===== config.mk =====
export PLATFORM = sky130hd
export DESIGN_NAME = vic_ctrl
export DESIGN_NICKNAME = d
export VERILOG_FILES = /design/src/include/vic_pkg.sv /design/src/rtl/vic_edge_det.sv /design/src/rtl/vic_ctrl.sv
export SDC_FILE = /design/constraint.sdc
export NUM_CORES = 1
export LEC_CHECK = 0
export BUFFER_PORTS_ARGS = -buffer_cell sky130_fd_sc_hd__buf_2
export CORE_MARGIN = 4
export CORE_UTILIZATION = 58
export CTS_BUF_LIST = sky130_fd_sc_hd__clkbuf_8
export CTS_CLUSTER_SIZE = 40
export DETAILED_ROUTE_END_ITERATION = 8
export GPL_ROUTABILITY_DRIVEN = 0
export PLACE_DENSITY = 0.95
export SLEW_MARGIN = 20
export SYNTH_ARGS = -nofsm -noshare
export SYNTH_HDL_FRONTEND = slang
export SYNTH_SLANG_ARGS = --single-unit
export TNS_END_PERCENT = 50

===== constraint.sdc =====
create_clock -name core_clk_i -period 5.2 [get_ports core_clk_i]
set_input_delay 1.04 -clock core_clk_i [delete_from_list [all_inputs] [get_ports core_clk_i]]
set_output_delay 1.04 -clock core_clk_i [all_outputs]
set_load 0.05 [all_outputs]

===== src/include/vic_pkg.sv =====
package vic_pkg;
	localparam int unsigned NUM_SRC     = 15;
	localparam int unsigned NUM_MASK    = 14;
	localparam int unsigned LVL_W       = 4;
	localparam logic [15:0] VEC_WDT     = 16'h0004;
	localparam logic [15:0] VEC_PIN0    = 16'h0006;
	localparam logic [15:0] VEC_PIN1    = 16'h0008;
	localparam logic [15:0] VEC_PIN2    = 16'h000a;
	localparam logic [15:0] VEC_PIN3    = 16'h000c;
	localparam logic [15:0] VEC_SER     = 16'h000e;
	localparam logic [15:0] VEC_TX      = 16'h0012;
	localparam logic [15:0] VEC_WTI     = 16'h0014;
	localparam logic [15:0] VEC_TM16    = 16'h0016;
	localparam logic [15:0] VEC_TM8A    = 16'h0018;
	localparam logic [15:0] VEC_TM8B    = 16'h001a;
	localparam logic [15:0] VEC_ADC     = 16'h001c;
	localparam logic [15:0] VEC_WT      = 16'h001e;
	localparam logic [15:0] VEC_KEY     = 16'h0020;
	localparam logic [1:0]  EDGE_NONE   = 2'h0;
	localparam logic [1:0]  EDGE_RISE   = 2'h1;
	localparam logic [1:0]  EDGE_FALL   = 2'h2;
	localparam logic [1:0]  EDGE_BOTH   = 2'h3;
	localparam logic [13:0] PEND_RST    = 14'h0000;
	localparam logic [15:0] VEC_RST     = 16'h0000;
	localparam logic [1:0]  SYNC_RST    = 2'h0;
	typedef enum logic [1:0]
	{
		VIC_IDLE = 2'b00,
		VIC_GRANT = 2'b01,
		VIC_SERVE = 2'b11
	} vic_state_t;
endpackage : vic_pkg


===== src/rtl/vic_edge_det.sv =====
module vic_edge_det
(
	input  wire logic       core_clk_i, // Core clock
	input  wire logic       rstn_i,     // Async reset, active low
	input  wire logic       pin_i,      // Raw pin level
	input  wire logic [1:0] edge_sel_i, // Valid edge select
	output logic            det_o       // One-cycle edge pulse
);
	logic [1:0] sync;
	logic       prev;
	logic [1:0] next_sync;
	logic       next_prev;
	logic       rise;
	logic       fall;

	always_comb
	begin
		next_sync = {sync[0], pin_i};
		next_prev = sync[1];
		rise      = sync[1] & ~prev;
		fall      = ~sync[1] & prev;
		case (edge_sel_i)
			vic_pkg::EDGE_RISE: det_o = rise;
			vic_pkg::EDGE_FALL: det_o = fall;
			vic_pkg::EDGE_BOTH: det_o = rise | fall;
			default:            det_o = 1'b0;
		endcase
	end

	always_ff @(posedge core_clk_i or negedge rstn_i)
	begin
		if (!rstn_i)
		begin
			sync <= vic_pkg::SYNC_RST;
			prev <= 1'b0;
		end
		else
		begin
			sync <= next_sync;
			prev <= next_prev;
		end
	end
endmodule : vic_edge_det


===== src/rtl/vic_ctrl.sv =====
module vic_ctrl
(
	input  wire logic       core_clk_i,      // Core clock, 250 MHz
	input  wire logic       rstn_i,          // Async reset, active low
	input  wire logic       wdt_overflow_i,  // Watchdog overflow pulse
	input  wire logic       wdt_nmi_mode_i,  // 1: watchdog mode 1, 0: interval
	input  wire logic [3:0] ext_pin_i,       // External interrupt pins
	input  wire logic [7:0] ext_edge_sel_i,  // Two bits per pin edge select
	input  wire logic [3:0] key_input_pins_i, // Key input pins
	input  wire logic       serial_rx_done_i, // UART receive done
	input  wire logic       serial_3wire_done_i, // 3-wire transfer done
	input  wire logic       serial_tx_done_i, // UART transmit done
	input  wire logic       watch_interval_i, // Watch interval event
	input  wire logic       watch_main_i,    // Watch main event
	input  wire logic       timer16_match_i, // 16-bit timer match
	input  wire logic       timer8a_match_i, // First 8-bit timer match
	input  wire logic       timer8b_match_i, // Second 8-bit timer match
	input  wire logic       adc_done_i,      // A/D conversion done
	input  wire logic       ie_set_i,        // Set global enable
	input  wire logic       ie_clr_i,        // Clear global enable
	input  wire logic       ack_i,           // CPU took the grant
	input  wire logic       eos_i,           // CPU end of service
	output logic            irq_o,           // Grant request to CPU
	output logic            irq_nmi_o,       // Granted request is NMI
	output logic [15:0]     vector_o,        // Vector table address
	output logic [3:0]      level_o,         // Granted maskable level
	output logic [13:0]     pending_o,       // Pending maskable requests
	output logic            global_irq_enable_flag_o,    // Global enable
	output logic            nonmaskable_in_service_flag_o // NMI in service
);
	logic [3:0]             pin_det;
	logic [3:0]             key_sync1;
	logic [3:0]             key_sync2;
	logic [3:0]             key_prev;
	logic                   key_det;
	logic                   watchdog_overflow_request;
	logic                   nmi_event;
	logic [13:0]            src_evt;
	logic [13:0]            pend;
	logic [13:0]            next_pend;
	logic                   nmi_pend;
	logic                   next_nmi_pend;
	logic                   ie;
	logic                   next_ie;
	logic                   nonmaskable_in_service_flag;
	logic                   next_nonmaskable_in_service_flag;
	logic                   mask_serv;
	logic                   next_mask_serv;
	vic_pkg::vic_state_t    state;
	vic_pkg::vic_state_t    next_state;
	logic                   gnt_nmi;
	logic                   next_gnt_nmi;
	logic [3:0]             gnt_lvl;
	logic [3:0]             next_gnt_lvl;
	logic [15:0]            vec;
	logic [15:0]            next_vec;
	logic [3:0]             win_lvl;
	logic                   win_any;
	logic [3:0]             next_key_sync1;

	function automatic logic [15:0] lvl_vector(input logic [3:0] lvl);
		case (lvl)
			4'h0:    lvl_vector = vic_pkg::VEC_WDT;
			4'h1:    lvl_vector = vic_pkg::VEC_PIN0;
			4'h2:    lvl_vector = vic_pkg::VEC_PIN1;
			4'h3:    lvl_vector = vic_pkg::VEC_PIN2;
			4'h4:    lvl_vector = vic_pkg::VEC_PIN3;
			4'h5:    lvl_vector = vic_pkg::VEC_SER;
			4'h6:    lvl_vector = vic_pkg::VEC_TX;
			4'h7:    lvl_vector = vic_pkg::VEC_WTI;
			4'h8:    lvl_vector = vic_pkg::VEC_TM16;
			4'h9:    lvl_vector = vic_pkg::VEC_TM8A;
			4'ha:    lvl_vector = vic_pkg::VEC_TM8B;
			4'hb:    lvl_vector = vic_pkg::VEC_ADC;
			4'hc:    lvl_vector = vic_pkg::VEC_WT;
			default: lvl_vector = vic_pkg::VEC_KEY;
		endcase
	endfunction : lvl_vector

	genvar gi;
	generate
		for (gi = 0; gi < 4; gi++)
		begin : g_pin
			vic_edge_det u_edge
			(
				.core_clk_i (core_clk_i),
				.rstn_i     (rstn_i),
				.pin_i      (ext_pin_i[gi]),
				.edge_sel_i (ext_edge_sel_i[2*gi+1:2*gi]),
				.det_o      (pin_det[gi])
			);
		end
	endgenerate

	// Key return: falling edge on any key pin
	always_comb
	begin
		next_key_sync1 = key_input_pins_i;
		key_det        = |(key_prev & ~key_sync2);
	end

	always_ff @(posedge core_clk_i or negedge rstn_i)
	begin
		if (!rstn_i)
		begin
			key_sync1 <= 4'h0;
			key_sync2 <= 4'h0;
			key_prev  <= 4'h0;
		end
		else
		begin
			key_sync1 <= next_key_sync1;
			key_sync2 <= key_sync1;
			key_prev  <= key_sync2;
		end
	end

	// Source mapping, index equals priority level
	always_comb
	begin
		watchdog_overflow_request = wdt_overflow_i & ~wdt_nmi_mode_i;
		nmi_event                 = wdt_overflow_i & wdt_nmi_mode_i;
		src_evt[0]  = watchdog_overflow_request;
		src_evt[4:1] = pin_det;
		src_evt[5]  = serial_rx_done_i | serial_3wire_done_i;
		src_evt[6]  = serial_tx_done_i;
		src_evt[7]  = watch_interval_i;
		src_evt[8]  = timer16_match_i;
		src_evt[9]  = timer8a_match_i;
		src_evt[10] = timer8b_match_i;
		src_evt[11] = adc_done_i;
		src_evt[12] = watch_main_i;
		src_evt[13] = key_det;
	end

	// Fixed priority: lowest index wins
	always_comb
	begin
		win_lvl = 4'h0;
		win_any = 1'b0;
		for (int i = vic_pkg::NUM_MASK - 1; i >= 0; i--)
		begin
			if (pend[i])
			begin
				win_lvl = 4'(i);
				win_any = 1'b1;
			end
		end
	end

	always_comb
	begin
		next_state     = state;
		next_pend      = pend;
		next_nmi_pend  = nmi_pend | nmi_event;
		next_ie        = ie;
		next_nonmaskable_in_service_flag      = nonmaskable_in_service_flag;
		next_mask_serv = mask_serv;
		next_gnt_nmi   = gnt_nmi;
		next_gnt_lvl   = gnt_lvl;
		next_vec       = vec;
		if (ie_clr_i)
			next_ie = 1'b0;
		if (ie_set_i)
			next_ie = 1'b1;
		case (state)
			vic_pkg::VIC_IDLE:
			begin
				if (nmi_pend && !nonmaskable_in_service_flag)
				begin
					next_state   = vic_pkg::VIC_GRANT;
					next_gnt_nmi = 1'b1;
					next_vec     = vic_pkg::VEC_WDT;
				end
				else if (win_any && ie && !mask_serv && !nonmaskable_in_service_flag)
				begin
					next_state   = vic_pkg::VIC_GRANT;
					next_gnt_nmi = 1'b0;
					next_gnt_lvl = win_lvl;
					next_vec     = lvl_vector(win_lvl);
				end
			end
			vic_pkg::VIC_GRANT:
			begin
				if (ack_i)
				begin
					next_state = vic_pkg::VIC_SERVE;
					if (gnt_nmi)
					begin
						next_nmi_pend = nmi_event;
						next_nonmaskable_in_service_flag     = 1'b1;
					end
					else
					begin
						next_pend[gnt_lvl] = 1'b0;
						next_mask_serv     = 1'b1;
						next_ie            = 1'b0;
					end
				end
			end
			vic_pkg::VIC_SERVE:
			begin
				if (eos_i)
				begin
					next_state     = vic_pkg::VIC_IDLE;
					next_nonmaskable_in_service_flag      = 1'b0;
					next_mask_serv = 1'b0;
				end
			end
			default:
				next_state = vic_pkg::VIC_IDLE;
		endcase
		next_pend = next_pend | src_evt;
	end

	always_ff @(posedge core_clk_i or negedge rstn_i)
	begin
		if (!rstn_i)
		begin
			state     <= vic_pkg::VIC_IDLE;
			pend      <= vic_pkg::PEND_RST;
			nmi_pend  <= 1'b0;
			ie        <= 1'b0;
			nonmaskable_in_service_flag      <= 1'b0;
			mask_serv <= 1'b0;
			gnt_nmi   <= 1'b0;
			gnt_lvl   <= 4'h0;
			vec       <= vic_pkg::VEC_RST;
		end
		else
		begin
			state     <= next_state;
			pend      <= next_pend;
			nmi_pend  <= next_nmi_pend;
			ie        <= next_ie;
			nonmaskable_in_service_flag      <= next_nonmaskable_in_service_flag;
			mask_serv <= next_mask_serv;
			gnt_nmi   <= next_gnt_nmi;
			gnt_lvl   <= next_gnt_lvl;
			vec       <= next_vec;
		end
	end

	always_comb
	begin
		irq_o                         = (state == vic_pkg::VIC_GRANT);
		irq_nmi_o                     = gnt_nmi;
		vector_o                      = vec;
		level_o                       = gnt_lvl;
		pending_o                     = pend;
		global_irq_enable_flag_o      = ie;
		nonmaskable_in_service_flag_o = nonmaskable_in_service_flag;
	end
endmodule : vic_ctrl


==> results.py, run 1 <==
metrics = {
    "status": {
        "status": "complete, no violations",
    },
    "flow_run": {
        "cap_violations": 0,
    },
    "worst_setup_path": {
        "crit_path_end_kind": "flop",
        "cp.required_ns": 5.39,
        "start_kind": "flop",
        "crit_fanout": 7,
        "arrival_ns": 3.27,
        "path_class": "reg2reg",
    },
    "final_layout": {
        "drive_gt1_share_pct": 24.3,
        "area_growth_pct": 17.5,
        "n_antenna_cell": 0,
        "nets": 343,
        "fill_cells": 302,
    },
    "yosys": {
        "yosys_warnings": 0,
        "synth_common_cells": "dfrtp_1 (54), nand2_1 (30), inv_1 (20)",
        "synth_top_cell_by_area": "dfrtp_1",
        "ys_types": 42,
        "synth.avg_cell_area_sq_um": 10.5,
        "synthArstFlopShare_pct": 100,
        "ys.flop_type": "dfrtp_1",
        "synth.most_common_cell": "dfrtp_1",
        "syn-cell-area_sq_mm": 0.00252,
        "synth_top_area_share_pct": 53.7,
        "ys_ff_latch": 54,
        "ys_top_cells_by_area": "dfrtp_1 (54%), ha_1 (5.5%), nand2_1 (4.5%), o21ai_0 (3.4%), buf_4 (3.3%)",
        "synth_cells": 239,
        "ys_seq_area_share_pct": 53.7,
        "synth-edff-count": 0,
    },
    "floorplan": {
        "dieArea_sq_mm": 0.00546,
        "start_util_pct": 61.6,
        "coreArea_sq_mm": 0.00409,
        "dieHeight_microns": 73.9,
        "dieWidth_microns": 73.9,
        "io_pins": 71,
        "core.rowCount": 23,
    },
    "sta": {
        "finalSetupViolations": 0,
        "finalMaxSlewViolations": 0,
        "fin_crit_ns": 3.08,
        "fin_skew_ns": 0.00775,
        "worstMarginPinSlew_ns": 0.885,
        "fin_crit_sh_pct": 59.3,
        "fin_hold_ws_ns": 0.356,
        "max-slew-margin-rel_pct": 40.6,
        "hold_viol_final": 0,
        "rsz0062_at_grt": "no",
        "fin_ws_ns": 2.12,
        "tns_ns": 0,
        "max_freq_mhz": 324,
    },
    "clocking": {
        "post_cts_resized": 0,
        "clockBufferDepth": 2,
        "hold_buffers": 0,
        "clockRootBuffer": "clkbuf_8",
        "post-cts-setup-buffers": 0,
        "htreeDepth": 2,
        "clkTransAtPathRegs_ns": 0.09,
        "cts_made_buffers": 5,
        "cts.sinks": 54,
        "cts_tree": "yes",
        "clock_latency_ns": 0.31,
    },
    "power": {
        "p_sw_mw": 0.393,
        "comb_power_share_pct": 24.7,
        "p_seq_share_pct": 45.8,
        "leakage_nw": 1.36,
        "power_mw": 1.14,
        "power_per_cell_area_mw_per_mm2": 387,
        "switching_share_pct": 34.3,
        "peakVddDrop_uv": 225,
        "internal_power_mw": 0.752,
        "power.share.clock_pct": 29.5,
    },
    "placement": {
        "hpwl_microns": 4100,
        "io_buffers": 59,
        "post-place-ws_ns": 2.04,
    },
    "route": {
        "wl_per_cell_microns": 15.7,
        "detail_route.iter0.violations": 126,
        "drc": 0,
        "viasPerCell": 5.75,
        "drt_wl_total_microns": 5500,
        "vias": 2014,
        "dr.pass1.iters": 4,
        "ant_nets": 0,
    },
    "global_routing": {
        "antenna_found_initial": 0,
        "grt_max_degree": 55,
        "grt_pass1_vias": 1959,
        "grt_pass1_wl_microns": 8940,
        "grtUsageTotal_pct": 22.0,
        "grt_overflow": 0,
    },
    "hold_path": {
        "hp-class": "reg2reg",
    },
}
[routing by layer]
layer	up-vias	track usage [%]	part of all wire, %
met1	990	26.1	38
met5	-	0	0
li1	927	-	-
met2	82	36.8	52
met3	15	6.29	7.6
met4	0	10.1	2.7
[state kept, by name (all words and copies together) (netlist names)]
register,flops
pending_o,14
g_pin.u_edge.sync,8
vector_o,5
g_pin.u_edge.prev,4
key_prev,4
key_sync1,4
key_sync2,4
level_o,4
state,2
global_irq_enable_flag_o,1
irq_nmi_o,1
mask_serv,1
nmi_pend,1
nonmaskable_in_service_flag_o,1
[logic make-up after synthesis]
kind of cell	Yosys count	synth area share, %
other	1	0.149
multiplexers	5	2.63
flip-flops	54	53.7
AND/OR/NAND/NOR	81	17.0
adder cells (fa/ha/maj)	11	5.47
AO/OA/AOI/OAI	49	13.5
buffers and inverters	37	7.21
XOR/XNOR	1	0.348
[critical path, stage by stage, from the launching register on]
cell and delay, ns:
dfrtp_1 0.46, nor2_1 0.10, o21ai_0 0.12, a2111oi_1 0.78, inv_1 0.14, ha_1 0.32, or4_1 0.54, and3_1 0.20
a32oi_1 0.21, o21ai_1 0.10
[final timing paths]
path                                              startpoint                                 to  slack (ns)  cells past startpoint
max                                   pending_o[8]$_DFF_PN0_            vector_o[1]$_DFFE_PN0P_        2.12                      9
min                        g_pin[2].u_edge.sync[0]$_DFF_PN0_  g_pin[2].u_edge.sync[1]$_DFF_PN0_        0.36                      0
max reg2reg                           pending_o[8]$_DFF_PN0_            vector_o[1]$_DFFE_PN0P_        2.12                      9
min reg2reg                g_pin[2].u_edge.sync[0]$_DFF_PN0_  g_pin[2].u_edge.sync[1]$_DFF_PN0_        0.36                      0
max in group asynchronous                             rstn_i             pending_o[4]$_DFF_PN0_        3.93                      2
min in group asynchronous                             rstn_i             level_o[2]$_DFFE_PN0P_        0.83                      2
[power by group through the flow]
stage / logic (mW) / registers, mW / clock network [mW]
floorplan: 0.163 / 0.571 / 0
global placement: 0.271 / 0.525 / 0
detailed placement: 0.280 / 0.528 / 0
CTS: 0.283 / 0.523 / 0.343
global route: 0.304 / 0.532 / 0.363
finish: 0.283 / 0.524 / 0.338
[final cells by class]
| class | instances | area (sq um) | area share (%) |
|---|---|---|---|
| clock buffers | 6 | 82.6 | 2.79 |
| well taps | 50 | 62.6 | 2.12 |
| clock inverters | 2 | 60.1 | 2.03 |
| flip-flops and latches | 54 | 1350 | 45.7 |
| inverters | 20 | 75.1 | 2.54 |
| multi-input cells | 158 | 1020 | 34.6 |
| repair buffers | 60 | 303 | 10.2 |
[placed cells by master, fill, tap and decap left out, types with 2 or more instances in the layout]
cell / count
nor3_1: 5
buf_2: 59
nand2_1: 30
nor2b_1: 7
clkbuf_8: 6
a32oi_1: 2
nand2b_1: 5
nor4_1: 3
inv_1: 20
ha_1: 11
o21ai_0: 17
bufinv_16: 2
or4_4: 2
nor2_1: 13
a21o_1: 6
nand3_1: 4
nor3b_1: 2
o31ai_1: 5
or4_1: 2
conb_1: 11
mux2i_1: 4
o211ai_1: 3
a21oi_1: 6
dfrtp_1: 54
nand4_1: 3
[per-stage QoR]
step,std cells,area (sq um),util [%]
3_3_place_gp,342,2810,68.9
4_1_cts,350,2960,72.4
3_5_place_dp,342,2810,68.9
6_report,350,2960,72.4
5_1_grt,350,2960,72.4
2_1_floorplan,249,2550,-
No activity file was read; power rests on OpenSTA's default activity.
==> inputs of run 2 (changes only) <==
--- a/config.mk
+++ b/config.mk
@@ -7,12 +7,12 @@
 export LEC_CHECK = 0
 export BUFFER_PORTS_ARGS = -buffer_cell sky130_fd_sc_hd__buf_2
 export CORE_MARGIN = 4
-export CORE_UTILIZATION = 58
+export CORE_UTILIZATION = 54
 export CTS_BUF_LIST = sky130_fd_sc_hd__clkbuf_8
 export CTS_CLUSTER_SIZE = 40
 export DETAILED_ROUTE_END_ITERATION = 8
 export GPL_ROUTABILITY_DRIVEN = 0
-export PLACE_DENSITY = 0.95
+export PLACE_DENSITY = 0.91
 export SLEW_MARGIN = 20
 export SYNTH_ARGS = -nofsm -noshare
 export SYNTH_HDL_FRONTEND = slang
==> constraint.sdc (replaced) <==
create_clock -name core_clk_i -period 3.2 [get_ports core_clk_i]
set_input_delay 0.64 -clock core_clk_i [delete_from_list [all_inputs] [get_ports core_clk_i]]
set_output_delay 0.64 -clock core_clk_i [all_outputs]
set_load 0.05 [all_outputs]
==> run 2 against run 1 <==
Power grew 48%. Global-route usage down 1.9 points. Final cell count up 1.4%. Register-to-register slack got worse by 1.6 ns. Sequential share of layout area rose by 0.39 points. Combinational power grew 64%. Count of clock-buffer cells in the layout down 1. Utilization fell by 6.4 points. Highest routed layer unchanged.
==> results.py, run 2 (synthesis results as in run 1) <==
metrics = {
    "route": {
        "wl_per_cell_microns": 15.3,
        "dr.pass1.iters": 4,
        "detail_route.iter0.violations": 172,
        "ant_nets": 0,
        "viasPerCell": 5.60,
        "drc": 0,
        "vias": 1988,
        "drt_wl_total_microns": 5440,
    },
    "clocking": {
        "clkTransAtPathRegs_ns": 0.10,
        "post_cts_resized": 0,
        "clockRootBuffer": "clkbuf_8",
        "cts.sinks": 54,
        "clockBufferDepth": 2,
        "cts_tree": "yes",
        "clock_latency_ns": 0.31,
        "htreeDepth": 2,
        "hold_buffers": 0,
        "cts_made_buffers": 5,
        "post-cts-setup-buffers": 0,
    },
    "floorplan": {
        "io_pins": 71,
        "start_util_pct": 56.6,
        "coreArea_sq_mm": 0.00444,
        "core.rowCount": 24,
        "dieWidth_microns": 76.3,
        "dieHeight_microns": 76.3,
        "dieArea_sq_mm": 0.00582,
    },
    "sta": {
        "tns_ns": 0,
        "rsz0062_at_grt": "no",
        "fin_skew_ns": 0.00515,
        "finalSetupViolations": 0,
        "fin_ws_ns": 0.483,
        "max_freq_mhz": 368,
        "fin_crit_sh_pct": 84.9,
        "worstMarginPinSlew_ns": 0.871,
        "max-slew-margin-rel_pct": 41.4,
        "hold_viol_final": 0,
        "finalMaxSlewViolations": 0,
        "fin_crit_ns": 2.72,
    },
    "final_layout": {
        "area_growth_pct": 16.5,
        "fill_cells": 372,
        "layout_commonest_cell": "buf_2",
        "multi_input_area_sq_mm": 0.00102,
        "largest_register_ff_count": 14,
        "drive_gt1_share_pct": 25.1,
        "final_cell_mix": "buf_2 (59), dfrtp_1 (54), nand2_1 (30)",
        "nets": 346,
        "seqCellArea_sq_mm": 0.00135,
        "n_antenna_cell": 0,
    },
    "placement": {
        "post-place-ws_ns": 0.528,
        "hpwl_microns": 4240,
        "io_buffers": 59,
    },
    "global_routing": {
        "grt_pass1_wl_microns": 9270,
        "antenna_found_initial": 0,
        "grt_overflow": 0,
        "grtUsageTotal_pct": 20.1,
        "grt_pass1_vias": 1988,
        "grt_max_degree": 21,
    },
    "worst_setup_path": {
        "crit_path_end_kind": "flop",
        "start_kind": "flop",
        "path_class": "reg2reg",
        "r2r_cells": 9,
        "crit_fanout": 6,
        "cp.required_ns": 3.39,
        "arrival_ns": 2.91,
    },
    "power": {
        "leakage_nw": 1.35,
        "power_per_cell_area_mw_per_mm2": 580,
        "peakVddDrop_uv": 515,
    },
    "flow_run": {
        "cap_violations": 0,
    },
    "status": {
        "status": "complete, no violations",
    },
    "hold_path": {
        "hp-class": "in2async",
    },
}
run 2: cell count changes in the layout (fill, tap and decap cells not counted), sizes merged:
cell and change:
buf +3, bufinv -2, clkbuf -1, clkinv +1, clkinvlp +1, inv +1
run 2: metal layers:
| metal | share of wire (%) | GRT usage, % | routed length [microns] | vias to the layer above |
|---|---|---|---|---|
| li1 | - | - | - | 933 |
| met4 | 2.4 | 9.78 | 132 | 0 |
| met3 | 8.9 | 4.96 | 482 | 14 |
| met1 | 38 | 24.6 | 2090 | 946 |
| met2 | 50 | 33.1 | 2740 | 95 |
| met5 | 0 | 0 | 0 | - |
run 2: power breakdown:
part           internal (mW)  switching [mW]  total [mW]  leakage (nW)
Sequential             0.753          0.0968       0.850         0.602
Clock                  0.158           0.227       0.386        0.0447
Combinational          0.140           0.325       0.465         0.706
Total                   1.05           0.649        1.70          1.35
run 2: final timing paths:
check / slack, ns / to / start
setup / recovery: 0.48 / vector_o[1]$_DFFE_PN0P_ / pending_o[9]$_DFF_PN0_
hold / removal: 0.24 / pending_o[10]$_DFF_PN0_ / rstn_i
setup reg to reg: 0.48 / vector_o[1]$_DFFE_PN0P_ / pending_o[9]$_DFF_PN0_
hold reg to reg: 0.36 / g_pin[2].u_edge.sync[1]$_DFF_PN0_ / g_pin[2].u_edge.sync[0]$_DFF_PN0_
max in group asynchronous: 2.37 / g_pin[1].u_edge.prev$_DFF_PN0_ / rstn_i
min in group core_clk_i: 0.36 / g_pin[2].u_edge.sync[1]$_DFF_PN0_ / g_pin[2].u_edge.sync[0]$_DFF_PN0_
run 2: stage by stage:
step	instances	cell area, sq um	power [mW]	hold WS (ns)	util, %
finish	355	2930	1.70	0.236	66.0
global route	355	2930	1.80	0.252	66.0
CTS	355	2930	1.71	0.243	66.0
detailed placement	347	2840	1.32	0.335	63.9
global placement	347	2840	1.30	0.331	63.9
floorplan	249	2550	1.19	0.331	-
run 2: layout make-up:
class	count	area share, %
Sequential cell	54	46.1
Multi-Input combinational cell	158	34.9
Timing Repair Buffer	63	11.1
Inverter	20	2.56
Clock buffer	5	2.35
Tap cell	52	2.22
Clock inverter	3	0.853
run 2: worst max-delay path: stages, from the launching register on:
cell and delay [ns]:
dfrtp_1 0.45, nor3b_1 0.16, nor3_1 0.16, a21oi_1 0.12, o31ai_1 0.38, ha_1 0.31, or4_1 0.54, and3_1 0.20
a32oi_1 0.18, o21ai_1 0.09
